### src/logic/tws_defs.vh
// Purpose: Constants for the two-wire serial port.
// Assumes: Byte-wide register port, word addresses as printed.
// Notes: Included by logic/tws_port.v.
`ifndef TWS_DEFS_VH
`define TWS_DEFS_VH
`define TWS_ADDR_W 16
`define TWS_A_PCTRL0 16'h2d00
`define TWS_A_CFG 16'h2f01
`define TWS_A_DIVL 16'h2f02
`define TWS_A_DIVH 16'h2f03
`define TWS_A_DATA 16'h2f04
`define TWS_A_FLAGS 16'h2f05
`define TWS_A_IRQEN 16'h28a5
`define TWS_B_PORTEN 6
`define TWS_B_LSBF 4
`define TWS_B_NOSTART 3
`define TWS_B_NODATA 2
`define TWS_B_NOSTOP 1
`define TWS_B_NORESTART 0
`define TWS_B_ACK 0
`define TWS_B_BUSY 1
`define TWS_B_TXIE 4
`define TWS_B_ILIE 5
`define TWS_B_TXIF 2
`define TWS_B_ILIF 3
`define TWS_RST_BYTE 8'h00
`define TWS_CLK_MHZ 100
`define TWS_QUARTERS 4
`endif

### src/logic/tws_port.v
// Purpose: Master-only two-wire serial port with configurable frame parts.
// Assumes: One clock SYS_CLK, synchronous active-low reset RST_B.
// Notes: Each bit time is four quarter phases of TH+1 clocks each.
//
// Implementation choice: the plain strobed port.
`include "tws_defs.vh"
`timescale 1ns/1ns
`default_nettype none

// Summary of operation
// - Port enable hands pins to port
// - Port drives clock pin; software enables data input
// - START: data falls while clock high
// - Change data after fall, sample at rise; the code samples one quarter after the rise
// - Bit order follows order field
// - Ninth bit is acknowledge, low means acknowledged
// - STOP rises, RESTART falls, clock high
// - Clock falls first, then preset data level
// - Frame built only from selected parts
// - Zero bit means part performed
// - Invalid part combinations do nothing
// - START starts sixteen-bit clock counter
// - Clock is system clock over 4(TH+1)
// - Capture is wired-AND of bus
// - Captured byte and acknowledge readable
// - Data write when idle starts frame
// - Frame end clears busy flag
// - Frame done raises transmit interrupt
// - Writes while busy ignored, flag illegal; the code ignores and flags only CFG, DIVL, DIVH and DATA writes
// - Clock held low between frames; the code releases it high after a STOP
module tws_port #(
    parameter DIV_W = 16
) (
    // Clock and reset
    input wire SYS_CLK,
    input wire RST_B,
    // Register port
    input wire [`TWS_ADDR_W-1:0] ADDR,
    input wire [7:0] WDATA,
    input wire WR,
    input wire RD,
    output reg [7:0] RDATA,
    // Interrupt request toward the core
    output wire IRQ,
    // Data wire pin
    input wire SDA_I,
    output wire SDA_O,
    output wire SDA_OE,
    // Clock wire pin
    input wire SCL_I,
    output wire SCL_O,
    output wire SCL_OE,
    // Pin mux status
    output wire PORT_ACTIVE
);
    localparam ST_IDLE = 3'd0;
    localparam ST_START = 3'd1;
    localparam ST_BITS = 3'd2;
    localparam ST_END = 3'd3;
    localparam ST_DONE = 3'd4;

    reg [7:0] pctrl_q;
    reg [7:0] cfg_q;
    reg [7:0] divl_q;
    reg [7:0] divh_q;
    reg [7:0] data_q;
    reg [7:0] irqen_q;
    reg ack_q;
    reg busy_q;
    reg txif_q;
    reg ilif_q;
    reg [2:0] st_q;
    reg [DIV_W-1:0] cnt_q;
    reg [1:0] ph_q;
    reg [3:0] bit_q;
    reg [7:0] sh_q;
    reg [7:0] rx_q;
    reg scl_q;
    reg sda_q;
    reg started_q;
    reg do_data_q;
    reg do_end_q;
    reg end_stop_q;
    reg sda_m1_q;
    reg sda_s_q;
    reg scl_m1_q;
    reg scl_s_q;

    wire port_en = pctrl_q[`TWS_B_PORTEN];
    wire [DIV_W-1:0] th = {divh_q, divl_q};
    wire tick = (cnt_q == th);
    wire lsbf = cfg_q[`TWS_B_LSBF];
    wire [3:0] parts = cfg_q[3:0];
    wire no_start = parts[`TWS_B_NOSTART];
    wire no_data = parts[`TWS_B_NODATA];
    wire no_end = parts[`TWS_B_NOSTOP] & parts[`TWS_B_NORESTART];
    wire stop_sel = ~parts[`TWS_B_NOSTOP];
    wire wr_cfgish = WR & (ADDR >= `TWS_A_CFG) & (ADDR <= `TWS_A_DATA);
    wire wr_ok = wr_cfgish & ~busy_q;
    wire wr_bad = wr_cfgish & busy_q;
    wire go = WR & (ADDR == `TWS_A_DATA) & ~busy_q;

    // Valid shapes: S+D, S, D+E, D, E (a zero selects a part); others are dropped
    function frame_valid;
        input ns, nd, ne;
        begin
            frame_valid = ~(ns & nd & ne) & ~(~ns & ~nd & ~ne) & ~(~ns & nd & ~ne);
        end
    endfunction

    // Bit k of the serial stream mapped onto the register
    function [2:0] bit_index;
        input lsb_first;
        input [3:0] k;
        begin
            bit_index = lsb_first ? k[2:0] : (3'd7 - k[2:0]);
        end
    endfunction

    assign PORT_ACTIVE = port_en;
    assign SCL_OE = port_en;
    assign SCL_O = scl_q;
    // Open-drain data: only a low is driven, a high is released to the pull-up
    assign SDA_OE = port_en & ~sda_q;
    assign SDA_O = 1'b0;
    assign IRQ = (txif_q & irqen_q[`TWS_B_TXIE]) | (ilif_q & irqen_q[`TWS_B_ILIE]);

    // Pin synchronisers
    always @(posedge SYS_CLK) begin
        if (!RST_B) begin
            sda_m1_q <= 1'b1;
            sda_s_q <= 1'b1;
            scl_m1_q <= 1'b1;
            scl_s_q <= 1'b1;
        end else begin
            sda_m1_q <= SDA_I;
            sda_s_q <= sda_m1_q;
            scl_m1_q <= SCL_I;
            scl_s_q <= scl_m1_q;
        end
    end

    // Register port
    always @(posedge SYS_CLK) begin
        if (!RST_B) begin
            pctrl_q <= `TWS_RST_BYTE;
            cfg_q <= `TWS_RST_BYTE;
            divl_q <= `TWS_RST_BYTE;
            divh_q <= `TWS_RST_BYTE;
            irqen_q <= `TWS_RST_BYTE;
            RDATA <= 8'h00;
        end else begin
            if (WR && ADDR == `TWS_A_PCTRL0) begin
                pctrl_q <= WDATA;
            end
            if (WR && ADDR == `TWS_A_IRQEN) begin
                irqen_q <= WDATA;
            end
            if (wr_ok && ADDR == `TWS_A_CFG) begin
                cfg_q <= WDATA;
            end
            if (wr_ok && ADDR == `TWS_A_DIVL) begin
                divl_q <= WDATA;
            end
            if (wr_ok && ADDR == `TWS_A_DIVH) begin
                divh_q <= WDATA;
            end
            RDATA <= 8'h00;
            if (RD) begin
                case (ADDR)
                    `TWS_A_PCTRL0: RDATA <= pctrl_q;
                    `TWS_A_CFG: RDATA <= cfg_q;
                    `TWS_A_DIVL: RDATA <= divl_q;
                    `TWS_A_DIVH: RDATA <= divh_q;
                    `TWS_A_DATA: RDATA <= data_q;
                    `TWS_A_FLAGS: RDATA <= {4'h0, ilif_q, txif_q, busy_q, ack_q};
                    `TWS_A_IRQEN: RDATA <= irqen_q;
                    default: RDATA <= 8'h00;
                endcase
            end
        end
    end

    // Frame engine; a bit time is four quarters: low-change, low, high-sample, high
    always @(posedge SYS_CLK) begin
        if (!RST_B) begin
            st_q <= ST_IDLE;
            cnt_q <= {DIV_W{1'b0}};
            ph_q <= 2'd0;
            bit_q <= 4'd0;
            sh_q <= 8'h00;
            rx_q <= 8'h00;
            data_q <= 8'h00;
            ack_q <= 1'b1;
            busy_q <= 1'b0;
            txif_q <= 1'b0;
            ilif_q <= 1'b0;
            scl_q <= 1'b1;
            sda_q <= 1'b1;
            started_q <= 1'b0;
            do_data_q <= 1'b0;
            do_end_q <= 1'b0;
            end_stop_q <= 1'b0;
        end else begin
            // Software clears a flag by writing one; a new event wins over the clear
            if (WR && ADDR == `TWS_A_FLAGS) begin
                if (WDATA[`TWS_B_TXIF]) begin
                    txif_q <= 1'b0;
                end
                if (WDATA[`TWS_B_ILIF]) begin
                    ilif_q <= 1'b0;
                end
                if (WDATA[`TWS_B_ACK]) begin
                    ack_q <= 1'b1;
                end
            end
            if (wr_bad) begin
                ilif_q <= 1'b1;
            end
            if (go && ADDR == `TWS_A_DATA) begin
                data_q <= WDATA;
            end
            case (st_q)
                ST_IDLE: begin
                    cnt_q <= {DIV_W{1'b0}};
                    ph_q <= 2'd0;
                    if (go && port_en && frame_valid(no_start, no_data, no_end)) begin
                        busy_q <= 1'b1;
                        sh_q <= WDATA;
                        do_data_q <= ~no_data;
                        do_end_q <= ~no_end;
                        end_stop_q <= stop_sel;
                        bit_q <= 4'd0;
                        if (!no_start) begin
                            st_q <= ST_START;
                            scl_q <= 1'b1;
                            sda_q <= 1'b1;
                        end else begin
                            st_q <= no_data ? ST_END : ST_BITS;
                        end
                    end
                end
                ST_DONE: begin
                    st_q <= ST_IDLE;
                end
                default: begin
                    if (tick) begin
                        cnt_q <= {DIV_W{1'b0}};
                        ph_q <= ph_q + 2'd1;
                    end else begin
                        cnt_q <= cnt_q + {{(DIV_W-1){1'b0}}, 1'b1};
                    end
                end
            endcase
            if (tick && st_q == ST_START) begin
                // SCL stays high, SDA falls at the second quarter, SCL falls at the end
                if (ph_q == 2'd1) begin
                    sda_q <= 1'b0;
                end
                if (ph_q == 2'd3) begin
                    scl_q <= 1'b0;
                    started_q <= 1'b1;
                    st_q <= do_data_q ? ST_BITS : ST_DONE;
                end
            end
            if (tick && st_q == ST_BITS) begin
                case (ph_q)
                    2'd0: begin
                        scl_q <= 1'b0;
                        // Data bits from the byte, the ninth released for the receiver
                        sda_q <= (bit_q == 4'd8) ? 1'b1 : sh_q[bit_index(lsbf, bit_q)];
                    end
                    2'd1: scl_q <= 1'b1;
                    2'd2: begin
                        if (bit_q == 4'd8) begin
                            ack_q <= sda_s_q;
                        end else begin
                            rx_q[bit_index(lsbf, bit_q)] <= sda_s_q;
                        end
                    end
                    default: begin
                        scl_q <= 1'b0;
                        if (bit_q == 4'd8) begin
                            data_q <= rx_q;
                            st_q <= do_end_q ? ST_END : ST_DONE;
                            bit_q <= 4'd0;
                        end else begin
                            bit_q <= bit_q + 4'd1;
                        end
                    end
                endcase
            end
            if (tick && st_q == ST_END) begin
                case (ph_q)
                    2'd0: begin
                        scl_q <= 1'b0;
                        sda_q <= ~end_stop_q;
                    end
                    2'd1: scl_q <= 1'b1;
                    2'd2: sda_q <= end_stop_q;
                    default: begin
                        if (end_stop_q) begin
                            started_q <= 1'b0;
                            st_q <= ST_DONE;
                        end else begin
                            // Repeated start leaves a fresh START with SCL pulled low
                            scl_q <= 1'b0;
                            st_q <= ST_DONE;
                        end
                    end
                endcase
            end
            if (st_q == ST_DONE) begin
                busy_q <= 1'b0;
                txif_q <= 1'b1;
                // Bus stays stretched low until next frame unless stopped
                scl_q <= started_q ? 1'b0 : 1'b1;
                if (!started_q) begin
                    sda_q <= 1'b1;
                end
            end
        end
    end
endmodule
`default_nettype wire

### config.mk
export PLATFORM = sky130hd
export DESIGN_NAME = tws_port
export DESIGN_NICKNAME = d
export VERILOG_FILES = /design/src/logic/tws_port.v
export VERILOG_INCLUDE_DIRS = /design/src /design/src/logic
export SDC_FILE = /design/constraint.sdc
export NUM_CORES = 1
export LEC_CHECK = 0
export ABC_AREA = 1
export BUFFER_PORTS_ARGS = -buffer_cell sky130_fd_sc_hd__buf_2
export CAP_MARGIN = 5
export CORE_UTILIZATION = 30
export CTS_CLUSTER_SIZE = 40
export DETAILED_ROUTE_END_ITERATION = 6
export GPL_TIMING_DRIVEN = 0
export SLEW_MARGIN = 25
export SYNTH_ARGS = -nofsm -noshare
export SYNTH_HDL_FRONTEND = slang
export SYNTH_SLANG_ARGS = --single-unit
### constraint.sdc
create_clock -name SYS_CLK -period 2.3 [get_ports SYS_CLK]
set_clock_uncertainty 0.15 [all_clocks]
set_input_delay 0.46 -clock SYS_CLK [delete_from_list [all_inputs] [get_ports SYS_CLK]]
set_output_delay 0.46 -clock SYS_CLK [all_outputs]
set_load 0.02 [all_outputs]
Word level (Yosys, flattened, before mapping)
Cells that the tools add are included.
Storage, ports and cells
  register bits: 109
  output and inout bits: 14
Cells by class
  $add $sub $neg: 4
  $lt $le $gt $ge: 4
  eq/ne operators: 16
  muxes and demuxes: 74
  bitwise gates (word level): 32
  reduce and logical (&&, ||, !) cells: 28
Operator list (count)
  $eq A16 B14 Y1 const B: 7
  $pmux W8 S7: 1
  $mux W1: 41
  $mux W3: 11
  $mux W8: 4
  $pmux W16 S2: 1
  $mux W4: 5
  $and A1 B1 Y1: 18
  $add A16 B1 Y16 const B: 1
  $eq A16 B16 Y1: 1
  $ge A16 B14 Y1 const B: 1
  $le A16 B14 Y1 const B: 1
  $mux W16: 1
  $logic_and A1 B1 Y1: 13
  $not A1 Y1: 13
  $reduce_and A2 Y1: 5
  $reduce_bool A2 Y1: 5
  $bwmux W8: 1
  $eq A3 B2 Y1 const B: 2
  $pmux W3 S2: 1
  $add A4 B1 Y4 const B: 1
  $eq A2 B2 Y1 const B: 2
  $eq A4 B4 Y1 const B: 1
  $lt A3 B4 Y1 const B: 1
  other kinds (18): 20

Longest topological paths before layout
Gate-level depths: netlist (run 1).
  depth after elaboration: 18
  mapped depth: 15
  mapped depth without buffers: 15

Worst setup path after synthesis (run 1)
No wires, ideal clock.
  path kind: input to register
  from: input port ADDR[1]
  to: register divh_q[7]
  setup time: 0.070 ns
  arrival: 1.711 ns
  path slack: 0.369 ns
  stages: 11
  buffers on the path: 2
  cells stage by stage: buf_2 > nor2_2 > nand3_1 > nor2_2 > nand2_1 > nand2_2 > nand3_4 > nor2_4 > buf_4 > o21ai_0 > a21oi_1
Between the ends
  word-level cells in the longest chain between the ends: 5
RTL lines
  start: declaration: RTL line tws_port.v:38  | input wire [`TWS_ADDR_W-1:0] ADDR,
  $ge A16 B14 Y1 (no source line)
  $and A1 B1 Y1 (2 in series): RTL line tws_port.v:98  | wire wr_cfgish = WR & (ADDR >= `TWS_A_CFG) & (ADDR <= `TWS_A_DATA);
  $and A1 B1 Y1: RTL line tws_port.v:99  | wire wr_ok = wr_cfgish & ~busy_q;
  $logic_and A1 B1 Y1 (no source line) (*)
  end signal: assignment: RTL line tws_port.v:149  | divh_q <= `TWS_RST_BYTE;
  end: declaration: RTL line tws_port.v:65  | reg [7:0] divh_q;
Mark *: on every way between the ends. The rest lies on a longest branch, timed or not.
A chain may end at the register's enable or synchronous reset.

Final worst setup path (run 1)
  from: register cnt_q[1]
  to: register cnt_q[12]
Between the ends
  word-level cells in the longest chain between the ends: 3
RTL lines
  start: declaration: RTL line tws_port.v:73  | reg [DIV_W-1:0] cnt_q;
  start signal: assignment: RTL line tws_port.v:188  | cnt_q <= {DIV_W{1'b0}};
  start signal: assignment: RTL line tws_port.v:225  | cnt_q <= {DIV_W{1'b0}};
  start signal: assignment: RTL line tws_port.v:248  | cnt_q <= {DIV_W{1'b0}};
  $add A16 B1 Y16 or $eq A16 B16 Y1 (tied branches): RTL line tws_port.v:251, tws_port.v:91
  $mux W16 (*): RTL line tws_port.v:247  | if (tick) begin
  $pmux W16 S2 (*): RTL line tws_port.v:223  | case (st_q)
Marks and branches as above.

==> results of run 1 <==
[critical path, stage by stage (launching register included)]
cell	delay [ns]
dfxtp_1	0.42
ha_1	0.22
nand3_1	0.10
nor2_1	0.10
inv_1	0.07
nor2_1	0.13
nand3_1	0.12
nor2_1	0.21
nand3_1	0.13
nor2_1	0.13
o21ai_0	0.09
nand2_1	0.06
a21oi_1	0.04
[what timing repair did]
item	in CTS	in global routing
resized for setup	0	4
setup buffers	0	3
endpoints found under the setup margin	0	20
[kinds of logic after synthesis]
family	share of synthesized area [%]
AND/OR/NAND/NOR	27.21
AO/OA/AOI/OAI	21.54
buffers and inverters	10.22
flip-flops	37.99
adder cells (fa/ha/maj)	1.743
XOR/XNOR	1.067
other	0.06528
multiplexers	0.1743
[flip-flops by register name (all words and copies together) (netlist names), 2 cells and up]
register	flops
st_q	3
ph_q	2
cfg_q	8
sh_q	8
cnt_q	16
rx_q	8
data_q	8
bit_q	4
pctrl_q	8
irqen_q	8
divh_q	8
divl_q	8
RDATA	8
[layout make-up]
type	instances	share of cell area, %
Timing Repair Buffer	43	3.378
Clock buffer	9	3.416
Clock inverter	7	1.480
Buffer	28	2.296
Tap cell	234	4.440
Multi-Input combinational cell	576	45.24
Inverter	116	6.660
Sequential cell	109	33.09
[worst min-delay path by stage]
stage	slack (ns)	to	startpoint	cells after the start
after floorplan	0.24	sda_s_q	sda_m1_q	1
after global placement	0.25	sda_s_q	sda_m1_q	1
after detailed placement	0.27	sda_s_q	sda_m1_q	1
after CTS	0.14	sda_m1_q	SDA_I	2
after global routing	0.14	sda_m1_q	SDA_I	2
final	0.14	sda_m1_q	SDA_I	2
[layer usage]
metal / vias to the layer above / share of wire [%]
met2: 153 / 46
met4: 0 / 2.1
li1: 2829 / -
met1: 2582 / 47
met5: - / 0
met3: 20 / 4.5
[power by group]
group	total [mW]	switching, mW	internal [mW]
Clock	1.72	0.756	0.959
Combinational	0.145	0.108	0.0369
Sequential	1.89	0.000391	1.89
[cell usage in the layout (no fill, tap or decap), types with 9 or more instances in the layout]
master	n
nand2_1	161
dfxtp_1	109
inv_1	105
a21oi_1	92
o21ai_0	83
nor2_1	79
buf_2	47
nand3_1	43
clkbuf_1	14
nand4_1	13
o211ai_1	11
inv_2	10
nor3_1	10
nor2_2	9
o22ai_1	9
clkbuf_16	9
[stage by stage]
step	setup WS (ns)	power, mW	area (um2)	TNS, ns	utilization [%]
after global placement	-0.06591	2.073	6237	-0.2025	33.34
after floorplan	0.3689	1.997	5744	0	-
after detailed placement	-0.09716	2.074	6237	-0.6200	33.34
after global routing	0.01851	3.863	6594	0	35.25
after CTS	0.1376	3.764	6560	0	35.07
final	0.2138	3.747	6594	0	35.25
==> results.cfg, run 1 <==
[global_route]
grt_pass1_wl_um = 26690
gr-usage-met2_pct = 29.00
track_usage_pct = 17.65
grt_busiest_layer = met2
gr-total-overflow = 0
grtUsageMet1_pct = 23.09
grt_max_degree = 19
use_met3_pct = 3.145
first_global_vias = 4988
antenna_found_initial = 0

[routing]
via_per_inst = 4.977
drtIter0Drc = 421
routedWlPerCell_um = 15.33
drc = 0
wirelength_um = 17200
dr_total_vias = 5584
detailedRoute.firstPassIterationCount = 5
antenna_left = 0

[place]
place_congestion = 0.8264
place.port_buffers = 40
place_hpwl_um = 12690
dp.cells = 1103

[finish]
nets = 921
syn2layout_area_growth_pct = 14.79
diodes = 0
multi_input_area_um2 = 2983
fin_cells = 1122
fill_cells = 1996
seq_area_um2 = 2182
drive_gt1_share_pct = 14.19

[synth]
synth.most_common_cell = nand2_1
ys.flop_type = dfxtp_1
synth_largest_area_cell = dfxtp_1
synth_seq_cells = 109
synth_common_cells = 162 x nand2_1, 109 x dfxtp_1, 105 x inv_1
synthArstFlopShare_pct = 0
synth_area_leaders = dfxtp_1 38%, nand2_1 11%, a21oi_1 8.0%
syn_area_um2 = 5744
syn_nets = 867
ys_seq_area_share_pct = 37.99
syn_inst = 829
ys_warn_count = 0
avgSynthCellArea_um2 = 6.929
netlist.area_leader.share_pct = 37.99
synth_cell_types = 44
synth-edff-count = 0

[worst_setup_path]
cp-end-kind = flip-flop
worstPathMaxFanout = 5
startpoint = cnt_q[1]
worst-setup-path-type = reg2reg
reg2regPathDepth = 12
r2r-start = cnt_q[1]
rr_endpoint = cnt_q[12]
cp.required_ns = 2.40
endpoint = cnt_q[12]
arrival_ns = 2.18
reg2reg_slack_ns = 0.21
cp-start-kind = flip-flop

[floorplanning]
initial_core_util_pct = 30.71
core_area_um2 = 18710
num_rows = 50
die_area_um2 = 19710
die_y_um = 140.4
num_io_pins = 44
die_x_um = 140.4

[sta]
fin_crit_sh_pct = 90.71
report.final.slew_viol_count = 0
final_hold_viol_count = 0
rsz0062_at_grt = no
period_needed_ns = 2.086
setup_violations = 0
max_freq_mhz = 479.3
worst_pin_slew_ns = 0.8000
slew_headroom_pct = 46.67
whs_ns = 0.1423

[status]
status = complete, no violations

[cts]
root_buffer = clkbuf_16
cts_buffers = 9
htree_levels = 3
hold_buffers = 0
path_clk_slew_ns = 0.07
cts_sinks = 109
clock_path_buffers = 2
cts_tree = yes
insertion_delay_ns = 0.36

[power]
peakVddDrop_mv = 0.3064
power_leakage_nw = 2.533
power.density_nw_per_um2 = 568.2

[flow_run]
max-cap-violations = 0

[hold_path]
hold_path.class = in2reg
(Power assumes the default switching activity.)
==> inputs of run 2 (changes only) <==
Settings changed: PLACE_DENSITY set to 0.52.
==> run 2 against run 1 <==
Net effect: hold slack got worse by 0.0092 ns; total power rose by 0.45%; via count fell by 1.7%; non-clock buffer count did not move; cell area rose by 0.19%; register-to-register slack got worse by 0.04 ns; clock-buffer cell count rose by 2; sequential power barely moved; largest cell class unchanged.
==> results.cfg, run 2 (synthesis results as in run 1) <==
[status]
status = complete, no violations

[place]
placed_area_um2 = 6237
place.port_buffers = 40
place_congestion = 0.8508
place_ws_ns = -0.1223
place_hpwl_um = 13330

[sta]
tns_ns = 0
fin_crit_sh_pct = 92.66
max_freq_mhz = 469.2
report.final.slew_viol_count = 0
worst_slack_ns = 0.1688
rsz0062_at_grt = no
worst_pin_slew_ns = 0.7871
slew_headroom_pct = 47.52
final_hold_viol_count = 0
period_needed_ns = 2.131
whs_ns = 0.1332
setup_violations = 0

[floorplanning]
initial_core_util_pct = 30.71
num_io_pins = 44
die_y_um = 140.4
die_area_um2 = 19710
die_x_um = 140.4
core_area_um2 = 18710
num_rows = 50

[power]
total_power_mw = 3.763
power_leakage_nw = 2.546
power.density_nw_per_um2 = 569.6
peakVddDrop_mv = 0.4383

[worst_setup_path]
arrival_ns = 2.25
reg2regPathDepth = 7
rr_endpoint = data_q[0]
cp-end-kind = flip-flop
reg2reg_slack_ns = 0.17
worst-setup-path-type = reg2reg
cp-start-kind = flip-flop
cp.required_ns = 2.42
worstPathMaxFanout = 10
r2r-start = bit_q[0]

[cts]
cts_buffers = 9
cts_sinks = 109
path_clk_slew_ns = 0.07
htree_levels = 3
clock_path_buffers = 2
hold_buffers = 0
cts_tree = yes
root_buffer = clkbuf_16
insertion_delay_ns = 0.36

[routing]
detailedRoute.firstPassIterationCount = 5
dr_total_vias = 5490
via_per_inst = 4.893
wirelength_um = 17720
drc = 0
drtIter0Drc = 331
antenna_left = 0
routedWlPerCell_um = 15.79

[hold_path]
holdPathStages = 2
hold_path.class = in2reg
hold_end = sda_m1_q
holdCritStartpoint = SDA_I

[finish]
postLayoutCellArea_um2 = 6606
nets = 921
top_register = cnt_q
diodes = 0
syn2layout_area_growth_pct = 15.01
fill_cells = 2040
largest_register_ffs = 16
final_common_cell = nand2_1
layout_common_cells = 161 x nand2_1, 106 x dfxtp_1, 105 x inv_1
drive_gt1_share_pct = 14.41

[global_route]
grt_pass1_wl_um = 27670
gr-total-overflow = 0
grt_max_degree = 18
first_global_vias = 5084
track_usage_pct = 18.48
antenna_found_initial = 0

[flow_run]
max-cap-violations = 0
run 2: cell types whose count changed in the layout (fill, tap and decap cells not counted), sizes merged:
cell      change
clkinvlp      -3
clkbuf        +2
clkinv        +1
run 2: worst max-delay path by stage:
stage | endpoint | cells after the start | startpoint
6_report | data_q[0] | 7 | bit_q[0]
4_1_cts | sda_q | 7 | st_q[0]
5_1_grt | data_q[5] | 7 | bit_q[0]
2_1_floorplan | divh_q[7] | 11 | ADDR[1]
3_3_place_gp | bit_q[3] | 11 | ADDR[7]
3_5_place_dp | bit_q[3] | 11 | ADDR[7]
run 2: per-layer routing:
layer	vias up	part of all wire (%)	track usage (%)
met3	15	3.5	2.598
met5	-	0	0
met1	2504	50	25.21
met2	129	45	30.26
li1	2842	-	-
met4	0	1.3	5.205
run 2: area by class of cell:
type                            instances  area, um2  share of cell area, %
Clock inverter                          5      82.58                  1.250
Timing Repair Buffer                   43      222.7                  3.371
Sequential cell                       109       2186                  33.09
Buffer                                 28      151.4                  2.292
Multi-Input combinational cell        576       2993                  45.30
Clock buffer                           11      242.7                  3.674
Inverter                              116      435.4                  6.591
Tap cell                              234      292.8                  4.432
run 2: worst max-delay path, cell delays in order, from the launching register on:
cell      delay (ns)
dfxtp_1         0.33
inv_1           0.11
ha_1            0.16
nand2_1         0.05
nor2_1          0.52
nand4_4         0.30
buf_6           0.25
a211oi_2        0.17
run 2: power by group:
group          internal (mW)  switching [mW]  leakage (nW)
logic                 0.0369           0.107          1.51
clock network          0.990           0.742         0.160
registers               1.89        0.000255         0.880
total                   2.91           0.850          2.55
run 2: repair_timing:
item                       in CTS  in global routing
gates resized for setup         0                  8
buffers inserted                0                  3
setup endpoints to repair       0                 25
run 2: stage by stage:
stage | util, % | cells
2_1_floorplan | - | 829
3_3_place_gp | 33.34 | 1103
3_5_place_dp | 33.34 | 1103
4_1_cts | 35.08 | 1119
5_1_grt | 35.32 | 1122
6_report | 35.32 | 1122
